$ cat src/pkg/lnb_supply_defines.svh
// Purpose: constants for the lnb supply i2c control register block
// Assumes: 7-bit i2c addressing, 8-bit system registers
// Notes: bit positions are within the written data byte
`ifndef LNB_SUPPLY_DEFINES_SVH
`define LNB_SUPPLY_DEFINES_SVH

`define LNB_ADDR_LOW        7'h08
`define LNB_ADDR_HIGH       7'h09
`define LNB_REG_RESET       8'h00
`define LNB_BIT_SELECT      7
`define LNB_BIT_DCL_DIS     6
`define LNB_BIT_ISEL        5
`define LNB_BIT_TONE        4
`define LNB_BIT_COMP        3
`define LNB_BIT_VSEL        2
`define LNB_BIT_EN          1
`define LNB_BIT_OLF         0
`define LNB_BIT_EN2         2
`define LNB_BIT_OTF         1
`define LNB_BITS_PER_BYTE   4'h8

`endif

$ cat src/pkg/lnb_supply_pkg.sv
// Purpose: shared types for the lnb supply i2c control block
// Assumes: nothing beyond the defines header
// Notes: controls travel as one packed struct to the analog side
`default_nettype none
package lnb_supply_pkg;

	typedef enum logic [2:0] {
		ST_IDLE   = 3'b000,
		ST_ADDR   = 3'b001,
		ST_AACK   = 3'b010,
		ST_WDATA  = 3'b011,
		ST_WACK   = 3'b100,
		ST_RDATA  = 3'b101,
		ST_RACK   = 3'b110
	} i2c_state_e;

	typedef enum logic [1:0] {
		VOUT_13V = 2'b00,
		VOUT_18V = 2'b01,
		VOUT_14V = 2'b10,
		VOUT_19V = 2'b11
	} vout_level_e;

	typedef struct packed {
		logic        output_enable;
		logic        second_enable;
		vout_level_e vout_level;
		logic        tone_on;
		logic        high_current_limit;
		logic        static_limit;
	} lnb_ctrl_s;

	typedef struct packed {
		logic scl;
		logic sda;
	} i2c_pins_s;

endpackage
`default_nettype wire

$ cat src/core/lnb_pin_sync.sv
// Purpose: two-flop synchroniser for asynchronous pin inputs
// Assumes: pins are asynchronous to mclk
// Notes: the first stage feeds only the second
`include "lnb_supply_defines.svh"
`default_nettype none
module lnb_pin_sync #(
	parameter int WIDTH = 1
) (
	input  wire logic             mclk,   // system clock
	input  wire logic             srst,   // sync reset, active high
	input  wire logic             ce,     // clock enable
	input  wire logic [WIDTH-1:0] d,      // asynchronous input
	output var  logic [WIDTH-1:0] q       // synchronised output
);
	logic [WIDTH-1:0] meta_q;

	always_ff @(posedge mclk) begin
		if (srst) begin
			meta_q <= '1;
			q      <= '1;
		end else if (ce) begin
			meta_q <= d;
			q      <= meta_q;
		end
	end
endmodule
`default_nettype wire

$ cat src/core/lnb_supply_i2c_control_regs.sv
// Purpose: i2c slave and system registers of the lnb supply controller
// Assumes: scl sampled by mclk (25 MHz), scl at most 400 kHz
// Notes: sda is open drain, driven low only while sda_oe is high
//
// Overview of operation
// write-direction address means next data byte writes register chosen by its msb.
// primary register: select, dcl disable, isel, tone, comp, vsel, enable, overload flag.
// secondary register, msb 1: second enable at bit 2, overtemp flag bit 1.
// all register bits clear to zero at power-on.
// vsel and comp pick 13, 18, 14 or 19 volts while enabled.
// continuous tone bit forces tone on; else external tone input gates it.
// current level bit picks lower limit at 0, higher at 1.
// dynamic-limit disable bit 1 selects static clamp, 0 dynamic retry.
// output enable 0 turns off both converter and linear stage.
// read address with direction 1 makes device shift register byte out msb first.
// master ack at ninth clock requests another byte; nack ends the read.
// writable bits read back last written; only the two flags are live.
// overtemp and overload flags read 1 while the condition holds, else 0.
// supply-good low ignores bus and holds registers at zero.
// supply-good high makes the interface operative.
// master sets output enable only once other configuration is valid.
// address select pin low picks low address, high picks high address.
// no acknowledge at all while supply-good is low.
// address lsb 1 read, 0 write; write carries one data byte, each acked.
// writes never alter flags; msb-1 write updates only the second enable.
// address bytes for another address are neither acked nor answered.
`include "lnb_supply_defines.svh"
`default_nettype none
module lnb_supply_i2c_control_regs
	import lnb_supply_pkg::*;
(
	input  wire logic      mclk,          // system clock, 25 MHz
	input  wire logic      srst,          // sync reset, active high
	input  wire logic      ce,            // clock enable, freezes all state
	input  wire logic      scl_i,         // i2c clock pin level
	input  wire logic      sda_i,         // i2c data pin level
	output logic           sda_o,         // sda output value, always low
	output logic           sda_oe,        // sda pull-down enable
	input  wire logic      addr_sel,      // address select pin
	input  wire logic      power_ok,      // supply-good from undervoltage lockout
	input  wire logic      overload,      // overload protection active
	input  wire logic      overtemp,      // thermal shutdown active
	input  wire logic      ext_tone_in,   // external tone gate input
	output lnb_ctrl_s      ctrl,          // decoded controls to power blocks
	output logic           tone_gate,     // 22 kHz tone enable
	output logic           power_enable   // converter and linear stage enable
);
	// pins and status all come from outside the mclk domain
	localparam int NSYNC = 7;
	logic [NSYNC-1:0] raw_in;
	logic [NSYNC-1:0] syn;
	assign raw_in = {scl_i, sda_i, addr_sel, power_ok, overload, overtemp, ext_tone_in};

	lnb_pin_sync #(
		.WIDTH (NSYNC)
	) u_sync (
		.mclk (mclk),
		.srst (srst),
		.ce   (ce),
		.d    (raw_in),
		.q    (syn)
	);

	wire scl_s  = syn[6];
	wire sda_s  = syn[5];
	wire asel_s = syn[4];
	wire pok_s  = syn[3];
	wire olf_s  = syn[2];
	wire otf_s  = syn[1];
	wire tone_s = syn[0];

	logic       scl_q;
	logic       sda_q;
	logic [3:0] bit_cnt_q;
	logic [7:0] shift_q;
	logic [7:0] rd_byte_q;
	logic       rw_q;
	logic       rd_sel_q;
	logic       drive_q;
	i2c_state_e state_q;
	i2c_state_e state_d;

	// writable register bits only; flags are never stored
	logic [5:0] prim_q;  // dcl, isel, tone, comp, vsel, en
	logic       en2_q;
	logic       sel_q;   // register last addressed by a write

	wire scl_rise = scl_s & ~scl_q;
	wire scl_fall = ~scl_s & scl_q;
	wire start_c  = scl_s & scl_q & sda_q & ~sda_s;
	wire stop_c   = scl_s & scl_q & ~sda_q & sda_s;
	wire byte_done = (bit_cnt_q == `LNB_BITS_PER_BYTE);

	wire [6:0] my_addr = asel_s ? `LNB_ADDR_HIGH : `LNB_ADDR_LOW;
	wire addr_hit = (shift_q[7:1] == my_addr);

	function automatic logic [7:0] read_image(input logic sel, input logic [5:0] p,
		input logic e2, input logic olf, input logic overtemperature_flag);
		logic [7:0] img;
		img = 8'h00;
		if (sel) begin
			img[`LNB_BIT_SELECT] = 1'b1;
			img[`LNB_BIT_EN2]    = e2;
			img[`LNB_BIT_OTF]    = overtemperature_flag;
		end else begin
			img[6:1]          = p;
			img[`LNB_BIT_OLF] = olf;
		end
		return img;
	endfunction

	wire [7:0] rd_image = read_image(rd_sel_q, prim_q, en2_q, olf_s, otf_s);

	// state moves on scl falling edges so sda changes only while scl is low
	always_comb begin
		state_d = state_q;
		case (state_q)
			ST_IDLE:  state_d = ST_IDLE;
			ST_ADDR:  if (scl_fall && byte_done)
					state_d = (addr_hit && pok_s) ? ST_AACK : ST_IDLE;
			ST_AACK:  if (scl_fall)
					state_d = rw_q ? ST_RDATA : ST_WDATA;
			ST_WDATA: if (scl_fall && byte_done)
					state_d = ST_WACK;
			ST_WACK:  if (scl_fall)
					state_d = ST_IDLE;
			ST_RDATA: if (scl_fall && byte_done)
					state_d = ST_RACK;
			ST_RACK:  if (scl_fall)
					state_d = rw_q ? ST_RDATA : ST_IDLE;
			default:  state_d = ST_IDLE;
		endcase
		if (start_c)
			state_d = ST_ADDR;
		if (stop_c || !pok_s)
			state_d = ST_IDLE;
	end

	wire in_byte   = (state_q == ST_ADDR) || (state_q == ST_WDATA) || (state_q == ST_RDATA);
	wire wr_commit = (state_q == ST_WDATA) && scl_fall && byte_done && pok_s;

	always_ff @(posedge mclk) begin
		if (srst) begin
			scl_q <= 1'b1;
			sda_q <= 1'b1;
		end else if (ce) begin
			scl_q <= scl_s;
			sda_q <= sda_s;
		end
	end

	always_ff @(posedge mclk) begin
		if (srst) begin
			state_q <= ST_IDLE;
		end else if (ce) begin
			state_q <= state_d;
		end
	end

	// bit counter and receive shifter
	always_ff @(posedge mclk) begin
		if (srst) begin
			bit_cnt_q <= 4'h0;
			shift_q   <= 8'h00;
		end else if (ce) begin
			if (start_c || (scl_fall && !in_byte) || (scl_fall && byte_done)) begin
				bit_cnt_q <= 4'h0;
			end else if (scl_rise && in_byte) begin
				bit_cnt_q <= bit_cnt_q + 4'h1;
				shift_q   <= {shift_q[6:0], sda_s}; // msb first
			end
		end
	end

	// direction is latched from the address byte lsb; in read, rw clears on nack
	always_ff @(posedge mclk) begin
		if (srst) begin
			rw_q <= 1'b0;
		end else if (ce) begin
			if (state_q == ST_ADDR && scl_fall && byte_done) begin
				rw_q <= shift_q[0];
			end else if (state_q == ST_RACK && scl_rise && sda_s) begin
				rw_q <= 1'b0;
			end
		end
	end

	// write register; power-good low forces every bit to zero
	always_ff @(posedge mclk) begin
		if (srst) begin
			prim_q <= 6'h00;
			en2_q  <= 1'b0;
			sel_q  <= 1'b0;
		end else if (ce && !pok_s) begin
			prim_q <= 6'h00;
			en2_q  <= 1'b0;
			sel_q  <= 1'b0;
		end else if (ce && wr_commit) begin
			sel_q <= shift_q[`LNB_BIT_SELECT];
			if (shift_q[`LNB_BIT_SELECT]) begin
				en2_q <= shift_q[`LNB_BIT_EN2];
			end else begin
				prim_q <= shift_q[6:1];
			end
		end
	end

	// read byte loads at the ack falling edge; register chosen by last write
	always_ff @(posedge mclk) begin
		if (srst) begin
			rd_sel_q  <= 1'b0;
			rd_byte_q <= 8'h00;
		end else if (ce) begin
			rd_sel_q <= sel_q;
			if (scl_fall && state_d == ST_RDATA && state_q != ST_RDATA) begin
				rd_byte_q <= rd_image;
			end else if (scl_fall && state_q == ST_RDATA) begin
				rd_byte_q <= {rd_byte_q[6:0], 1'b1};
			end
		end
	end

	// sda pull-down: ack slots, and zero bits of read data
	always_ff @(posedge mclk) begin
		if (srst) begin
			drive_q <= 1'b0;
		end else if (ce) begin
			if (!pok_s || start_c || stop_c) begin
				drive_q <= 1'b0;
			end else if (scl_fall) begin
				case (state_d)
					ST_AACK:  drive_q <= 1'b1;
					ST_WACK:  drive_q <= 1'b1;
					ST_RDATA: drive_q <= (state_q == ST_RDATA) ?
						~rd_byte_q[6] : ~rd_image[7];
					default:  drive_q <= 1'b0;
				endcase
			end
		end
	end

	always_ff @(posedge mclk) begin
		if (srst) begin
			sda_o  <= 1'b0;
			sda_oe <= 1'b0;
		end else if (ce) begin
			sda_o  <= 1'b0;
			sda_oe <= drive_q;
		end
	end

	// controls to the power blocks; tone gate and stage enable off while disabled
	wire        en_w   = prim_q[0];
	wire [1:0]  lvl_w  = {prim_q[2], prim_q[1]}; // {comp, vsel}
	wire        tone_w = prim_q[3] | tone_s;

	always_ff @(posedge mclk) begin
		if (srst) begin
			ctrl         <= '0;
			tone_gate    <= 1'b0;
			power_enable <= 1'b0;
		end else if (ce) begin
			ctrl.output_enable      <= en_w;
			ctrl.second_enable      <= en2_q;
			ctrl.vout_level         <= vout_level_e'(lvl_w);
			ctrl.tone_on            <= prim_q[3];
			ctrl.high_current_limit <= prim_q[4];
			ctrl.static_limit       <= prim_q[5];
			tone_gate               <= en_w & tone_w;
			power_enable            <= en_w & pok_s;
		end
	end
endmodule
`default_nettype wire

$ cat config.mk
export PLATFORM = sky130hd
export DESIGN_NAME = lnb_supply_i2c_control_regs
export DESIGN_NICKNAME = d
export VERILOG_FILES = /design/src/pkg/lnb_supply_pkg.sv /design/src/core/lnb_pin_sync.sv /design/src/core/lnb_supply_i2c_control_regs.sv
export VERILOG_INCLUDE_DIRS = /design/src /design/src/pkg
export SDC_FILE = /design/constraint.sdc
export NUM_CORES = 1
export LEC_CHECK = 0
export ABC_CLOCK_PERIOD_IN_PS = 2700
export BUFFER_PORTS_ARGS = -buffer_cell sky130_fd_sc_hd__buf_4
export CORE_MARGIN = 2
export CORE_UTILIZATION = 59
export CTS_CLUSTER_SIZE = 8
export DETAILED_ROUTE_END_ITERATION = 16
export PLACE_DENSITY = 0.89
export SLEW_MARGIN = 10
export SYNTH_ARGS = -nofsm -noshare
export SYNTH_HDL_FRONTEND = slang
export SYNTH_HIERARCHICAL = 1
export SYNTH_SLANG_ARGS = --single-unit
$ cat constraint.sdc
create_clock -name mclk -period 2.7 [get_ports mclk]
set_input_delay 0.54 -clock mclk [delete_from_list [all_inputs] [get_ports mclk]]
set_output_delay 0.54 -clock mclk [all_outputs]
set_load 0.05 [all_outputs]
Yosys cells after proc, flatten, opt, wreduce, memory -nomap -nowiden
Cells that the tools add are included.
{ "classes": {"eq_ne": 12, "n_reduce_logical": 38, "bitwise": 18, "n_addsub": 1, "n_mux": 27} }
{ "ops": {"columns": ["cell", "n"], "rows": [
  ["3-bit two-way mux", 10],
  ["3-bit case mux with 6 select lines", 1],
  ["1-bit logical AND", 16],
  ["3-bit equality test (second input constant)", 5],
  ["7-bit two-way mux", 2],
  ["4-bit two-way mux", 3],
  ["2-bit AND reduction", 6],
  ["1-bit bitwise AND", 9],
  ["3-bit by 2-bit equality test with 1-bit output (second input constant)", 3],
  ["1-bit two-way mux", 8],
  ["1-bit NOT", 8],
  ["2-bit nonzero test", 4],
  ["7-bit by 4-bit equality test with 1-bit output", 1],
  ["1-bit logical OR", 7],
  ["4-bit by 1-bit adder with 4-bit output (second input constant)", 1],
  ["4-bit equality test (second input constant)", 1],
  ["2-bit two-way mux", 2],
  ["2-bit OR reduction", 2],
  ["3-bit by 1-bit equality test with 1-bit output (second input constant)", 1],
  ["3-bit inequality test (second input constant)", 1],
  ["3-bit AND reduction", 1],
  ["1-bit logical NOT", 2],
  ["1-bit case mux with 2 select lines", 1],
  ["1-bit OR", 1]
]} }
{ "word_totals": {"ff_bits": 59, "out_inout_bits": 11, "in_bits": 10, "word_cells": 119} }

Logic depth before layout (Yosys ltp)
{ "depth": {"depth_word": 13, "mapped_depth": 7, "mapped_depth_nobuf": 7} }

Hierarchy
The synthesis kept the hierarchy.
{ "by_module_without_submodules": {"columns": ["mod", "cells_per_inst", "seq_area_each_um2", "instances", "area_per_inst_um2"], "rows": [
  ["lnb_supply_i2c_control_regs", 269, 900.9, 1, 2304.7],
  ["lnb_pin_sync", 46, 280.3, 1, 545.5]
]} }

Worst setup path after synthesis
OpenSTA, ideal clock, no wires.
{ "synth_timing": {"path_kind": "flip-flop to flip-flop", "startpoint": "register bit_cnt_q[0]", "endpoint": "register rd_byte_q[2]", "t_required_ps": 2569, "t_arrival_ps": 2032, "period_less_slack_ps": 2163, "setup_ps": 131, "path_slack_ps": 537, "path_buffers": 0, "path_stages_with_launch": 8, "path_cell_list": "dfxtp_1 -> inv_1 -> ha_1 -> nand3b_1 -> o21ai_0 -> a2111o_1 -> a2111oi_0 -> o32ai_1"} }
{ "synth_via": {"elab_chain_cells": 11, "word_cells_on_any_way": 14, "cone_classes": "eq/ne (2); mux (7); reduce/logical (5)"} }
{ "synth_rtl": {"columns": ["item", "line_no", "text"], "rows": [
  ["start: declaration", "lnb_supply_i2c_control_regs.sv:74", "logic [3:0] bit_cnt_q;"],
  ["start signal: assignment", "lnb_supply_i2c_control_regs.sv:169", "bit_cnt_q <= bit_cnt_q + 4'h1;"],
  ["4-bit equality test (no source line) *", null, null],
  ["1-bit logical AND *", "lnb_supply_i2c_control_regs.sv:119, lnb_supply_i2c_control_regs.sv:123, lnb_supply_i2c_control_regs.sv:127", null],
  ["3-bit two-way mux, on equally long branches", "lnb_supply_i2c_control_regs.sv:127, lnb_supply_i2c_control_regs.sv:119, lnb_supply_i2c_control_regs.sv:123", null],
  ["3-bit case mux with 6 select lines *", "lnb_supply_i2c_control_regs.sv:117", "case (state_q)"],
  ["3-bit two-way mux *", "lnb_supply_i2c_control_regs.sv:133", "if (start_c)"],
  ["3-bit two-way mux *", "lnb_supply_i2c_control_regs.sv:135", "if (stop_c || !pok_s)"],
  ["3-bit equality test *", "lnb_supply_i2c_control_regs.sv:215", "if (scl_fall && state_d == ST_RDATA && state_q != ST_RDATA) begin"],
  ["1-bit logical AND * (2 in a row)", "lnb_supply_i2c_control_regs.sv:215", null],
  ["2-bit nonzero test (no source line)", null, null],
  ["2-bit AND reduction (no source line)", null, null],
  ["end signal: assignment", "lnb_supply_i2c_control_regs.sv:216", "rd_byte_q <= rd_image;"],
  ["end signal: assignment", "lnb_supply_i2c_control_regs.sv:218", "rd_byte_q <= {rd_byte_q[6:0], 1'b1};"],
  ["end: declaration", "lnb_supply_i2c_control_regs.sv:76", "logic [7:0] rd_byte_q;"]
]} }
Mark *: on every way between the ends. The rest lies on a longest branch, timed or not.
A chain may end at the register's enable or synchronous reset.

Final worst setup path
{ "layout_timing": {"startpoint": "register state_q[1]", "endpoint": "register rd_byte_q[2]"} }
{ "layout_via": {"elab_chain_cells": 9, "word_cells_on_any_way": 23, "cone_classes": "eq/ne (8); mux (10); reduce/logical (5)"} }
{ "layout_rtl": {"columns": ["item", "line_no", "text"], "rows": [
  ["start: declaration", "lnb_supply_i2c_control_regs.sv:80", "i2c_state_e state_q;"],
  ["start signal: assignment", "lnb_supply_i2c_control_regs.sv:156", "state_q <= state_d;"],
  ["3-bit equality test, or another cell as far along", "lnb_supply_i2c_control_regs.sv:117", null],
  ["3-bit case mux with 6 select lines", "lnb_supply_i2c_control_regs.sv:117", null],
  ["3-bit two-way mux", "lnb_supply_i2c_control_regs.sv:133", null],
  ["3-bit two-way mux", "lnb_supply_i2c_control_regs.sv:135", null],
  ["3-bit equality test", "lnb_supply_i2c_control_regs.sv:215", null],
  ["1-bit logical AND (2 in a row)", "lnb_supply_i2c_control_regs.sv:215", null],
  ["2-bit nonzero test (no source line)", null, null],
  ["2-bit AND reduction (no source line)", null, null]
]} }
Parallel ways exist; a longest one is shown, timed or not.

==> metrics.md <==
| Metric | Value |
|---|---|
| FF-to-FF Start | `state_q[1]` |
| Pin count of the biggest net entering global routing | `47` |
| Largest buffer count on any clock path | `2` |
| Mapped Area | `0.002850 mm^2` |
| Outcome | `finished clean` |
| Vias in the first global route | `2337` |
| RR Endpoint | `rd_byte_q[2]` |
| CTS root buf | `clkbuf_8` |
| Initial antenna violation count | `0` |
| Worst Setup EP | `rd_byte_q[2]` |
| I/O pin cnt | `21` |
| Total grt overflow | `0` |
| Avg WL per Cell | `16.53 um` |
| Startpoint types | `flip-flop` |
| Core area | `0.004692 mm^2` |
| CP Max Fanout | `12` |
| Clock skew | `0.007299 ns` |
| Initial Util | `0.6075` |
| Vias | `2392` |
| TritonCTS Sinks | `59` |
| Max Cap Violations | `0` |
| Crit path DAT | `2.62 ns` |
| Final Max Tran Viols | `0` |
| CTS Buf Count | `9` |
| GPL Wtd Cong | `0.9572` |
| Worst setup path class | `reg -> reg` |
| Cells on worst reg2reg path | `5` |
| Synthesized flop and latch total | `59` |
| Die area | `0.005403 mm^2` |
| Nets | `342` |
| Total track usage | `0.2597` |
| Commonest non-fill, non-tap cell in the layout | `dfxtp_1` |
| Largest family of logic cells by synthesized area | `compound AO/OA/AOI/OAI gates` |
| EDFF count, synth | `0` |
| Multiplexer share of the synthesized area | `0.04565` |
| Adder-cell area share of the yosys netlist | `0.008780` |
| Ant. Diodes | `0` |
| Compound-Gate Fraction of Synth Area | `0.2524` |
| Clock transition at path regs | `0.07 ns` |
| VDD IR max | `0.6130 mV` |
| Max H-tree Level | `3` |
| Ys flop type | `dfxtp_1` |
| Final Cell Area | `0.003119 mm^2` |
| Syn Inst Count | `315` |
| Final Hold Viols | `0` |
| Fin crit share | `0.8948` |
| Worst Tran Pin Value | `0.6962 ns` |
| Final Critical Period | `2.416 ns` |
| Die Span Y | `73.51 um` |
| XOR/XNOR share of the synthesized area | `0.006146` |
| Relative slew slack | `0.5328` |
| Post-route ant nets | `0` |
| Sequential share of the synthesized area | `0.4144` |
| Syn_nets | `327` |
| Routed WL | `6.413 mm` |
| Ys async rst share | `0` |
| Filler instances | `368` |
| Total power | `1.720 mW` |
| Via-per-instance ratio | `6.165` |
| Avg Inst Size Synth | `9.048 um^2` |
| Cell Area, Placed | `0.002952 mm^2` |
| HP Class | `in -> reg` |
| Worst Setup End Kind | `flip-flop` |
| Simple-Gate Fraction of Synth Area | `0.2160` |
| Min-delay src | `addr_sel` |
| Endpoints failing setup | `0` |
| Setup TNS | `0 ns` |
| Post CTS Setup Buffer Count | `0` |
| Initial DRC count | `210` |
| Worst slack at placement | `0.1982 ns` |
| CP startpoint | `state_q[1]` |
| Peak Freq | `0.4139 GHz` |
| CTS tree | `done` |
| Worst Path Required | `2.91 ns` |
| Die X | `73.51 um` |
| Final Util | `0.6648` |
| Layout cells sized above 1 | `0.1527` |
| Most frequent cells in the layout | `dfxtp_1, nand2_1, a21oi_1` |
| Area grow syn2layout | `9.438%` |
| Setup ws final | `0.2840 ns` |
| Iteration count of the initial detailed-routing pass | `4` |
| FP Rows | `25` |
| DRC errors left | `0` |
| Pleak | `1.173 nW` |
| Worst R2R Setup Slack | `0.28 ns` |
| Post-DP HPWL | `4.369 mm` |
| Synth cell types | `65` |
| Setup repair after global routing missed its margin | `false` |
| Synth warn | `6` |
| Pwr per Cell Area | `551.3 mW/mm^2` |
| Worst-skew pair later-pin latency | `0.34 ns` |
| Port Buf Inserts | `19` |
| First-pass GRT wire length | `10.81 mm` |
-- power breakdown --
group	internal (mW)	total (mW)	switching (mW)
clock	0.347	0.692	0.345
combinational	0.0504	0.125	0.0750
sequential	0.887	0.903	0.0155
total	1.28	1.72	0.435
-- timing repair --
| action | 4_1_cts | 5_1_grt |
|---|---|---|
| endpoints found under the setup margin | 0 | 1 |
| gates resized for setup | 0 | 1 |
| hold buffers | 0 | 0 |
-- through the flow --
step	hold WS, ns	cells
floorplan	0.4288	315
global placement	0.4366	373
detailed placement	0.4436	373
CTS	0.3969	388
global route	0.3959	388
finish	0.4013	388
-- worst min-delay path by stage --
stage	endpoint	slack, ns	cells past startpoint
after global placement	u_sync/q[1]	0.44	1
final	u_sync/meta_q[4]	0.40	2
after global routing	u_sync/meta_q[1]	0.40	2
after floorplan	u_sync/q[4]	0.43	1
after detailed placement	u_sync/q[0]	0.44	1
after CTS	u_sync/meta_q[3]	0.40	2
-- layer usage --
layer  vias to the layer above  routed length [um]  track usage
li1                       1180                   -            -
met1                      1122                2739       0.3276
met2                        69                3155       0.4117
met3                        21                 318      0.06036
met4                         0                 199       0.1374
met5                         -                   0            0
-- critical path, stage by stage (launching register included) --
cell,delay [ns]
dfxtp_1,0.54
or2b_2,0.36
o311a_4,0.34
a2111o_1,0.45
a2111oi_0,0.44
o32ai_1,0.14
-- flip-flops by register name, summed over array words and instances, names as in the netlist, 3 cells and up --
| register | cells |
|---|---|
| bit_cnt_q | 4 |
| ctrl | 7 |
| prim_q | 6 |
| rd_byte_q | 7 |
| shift_q | 8 |
| state_q | 3 |
| u_sync/meta_q | 7 |
| u_sync/q | 7 |
-- cell families (layout without fill, tap and decap cells) --
family | count (synthesis) | count (layout)
buf+inv | 25 | 44
mux | 13 | 13
simple gates | 115 | 115
other cells | 1 | 1
compound gates | 98 | 98
flops | 59 | 59
xor+xnor | 2 | 2
fa+ha+maj | 2 | 2
-- synth_stat cells (all sizes together) (4+ instances only) --
cell type,count,area [um^2]
nand3,4,20.02
inv,6,22.52
a211o,15,132.6
buf,9,76.32
o211ai,4,30.03
a211oi,6,45.04
nand4b,5,43.79
clkbuf,9,55.05
dfxtp,59,1181
a21oi,27,138.9
nand2,46,172.7
a311oi,6,52.55
nor2b,9,56.30
nor2,17,63.81
mux2i,13,130.1
and2b,9,68.82
o21ai,16,80.07
-- cell type report --
type	instances	area [um^2]	area share
multi-input cells	231	1511	0.4846
flip-flops and latches	59	1181	0.3787
repair buffers	22	165.2	0.05295
clock buffers	10	137.6	0.04412
well taps	54	67.56	0.02166
clock inverters	5	30.03	0.009627
inverters	7	26.28	0.008424
Power figures use the tool's default switching activity.
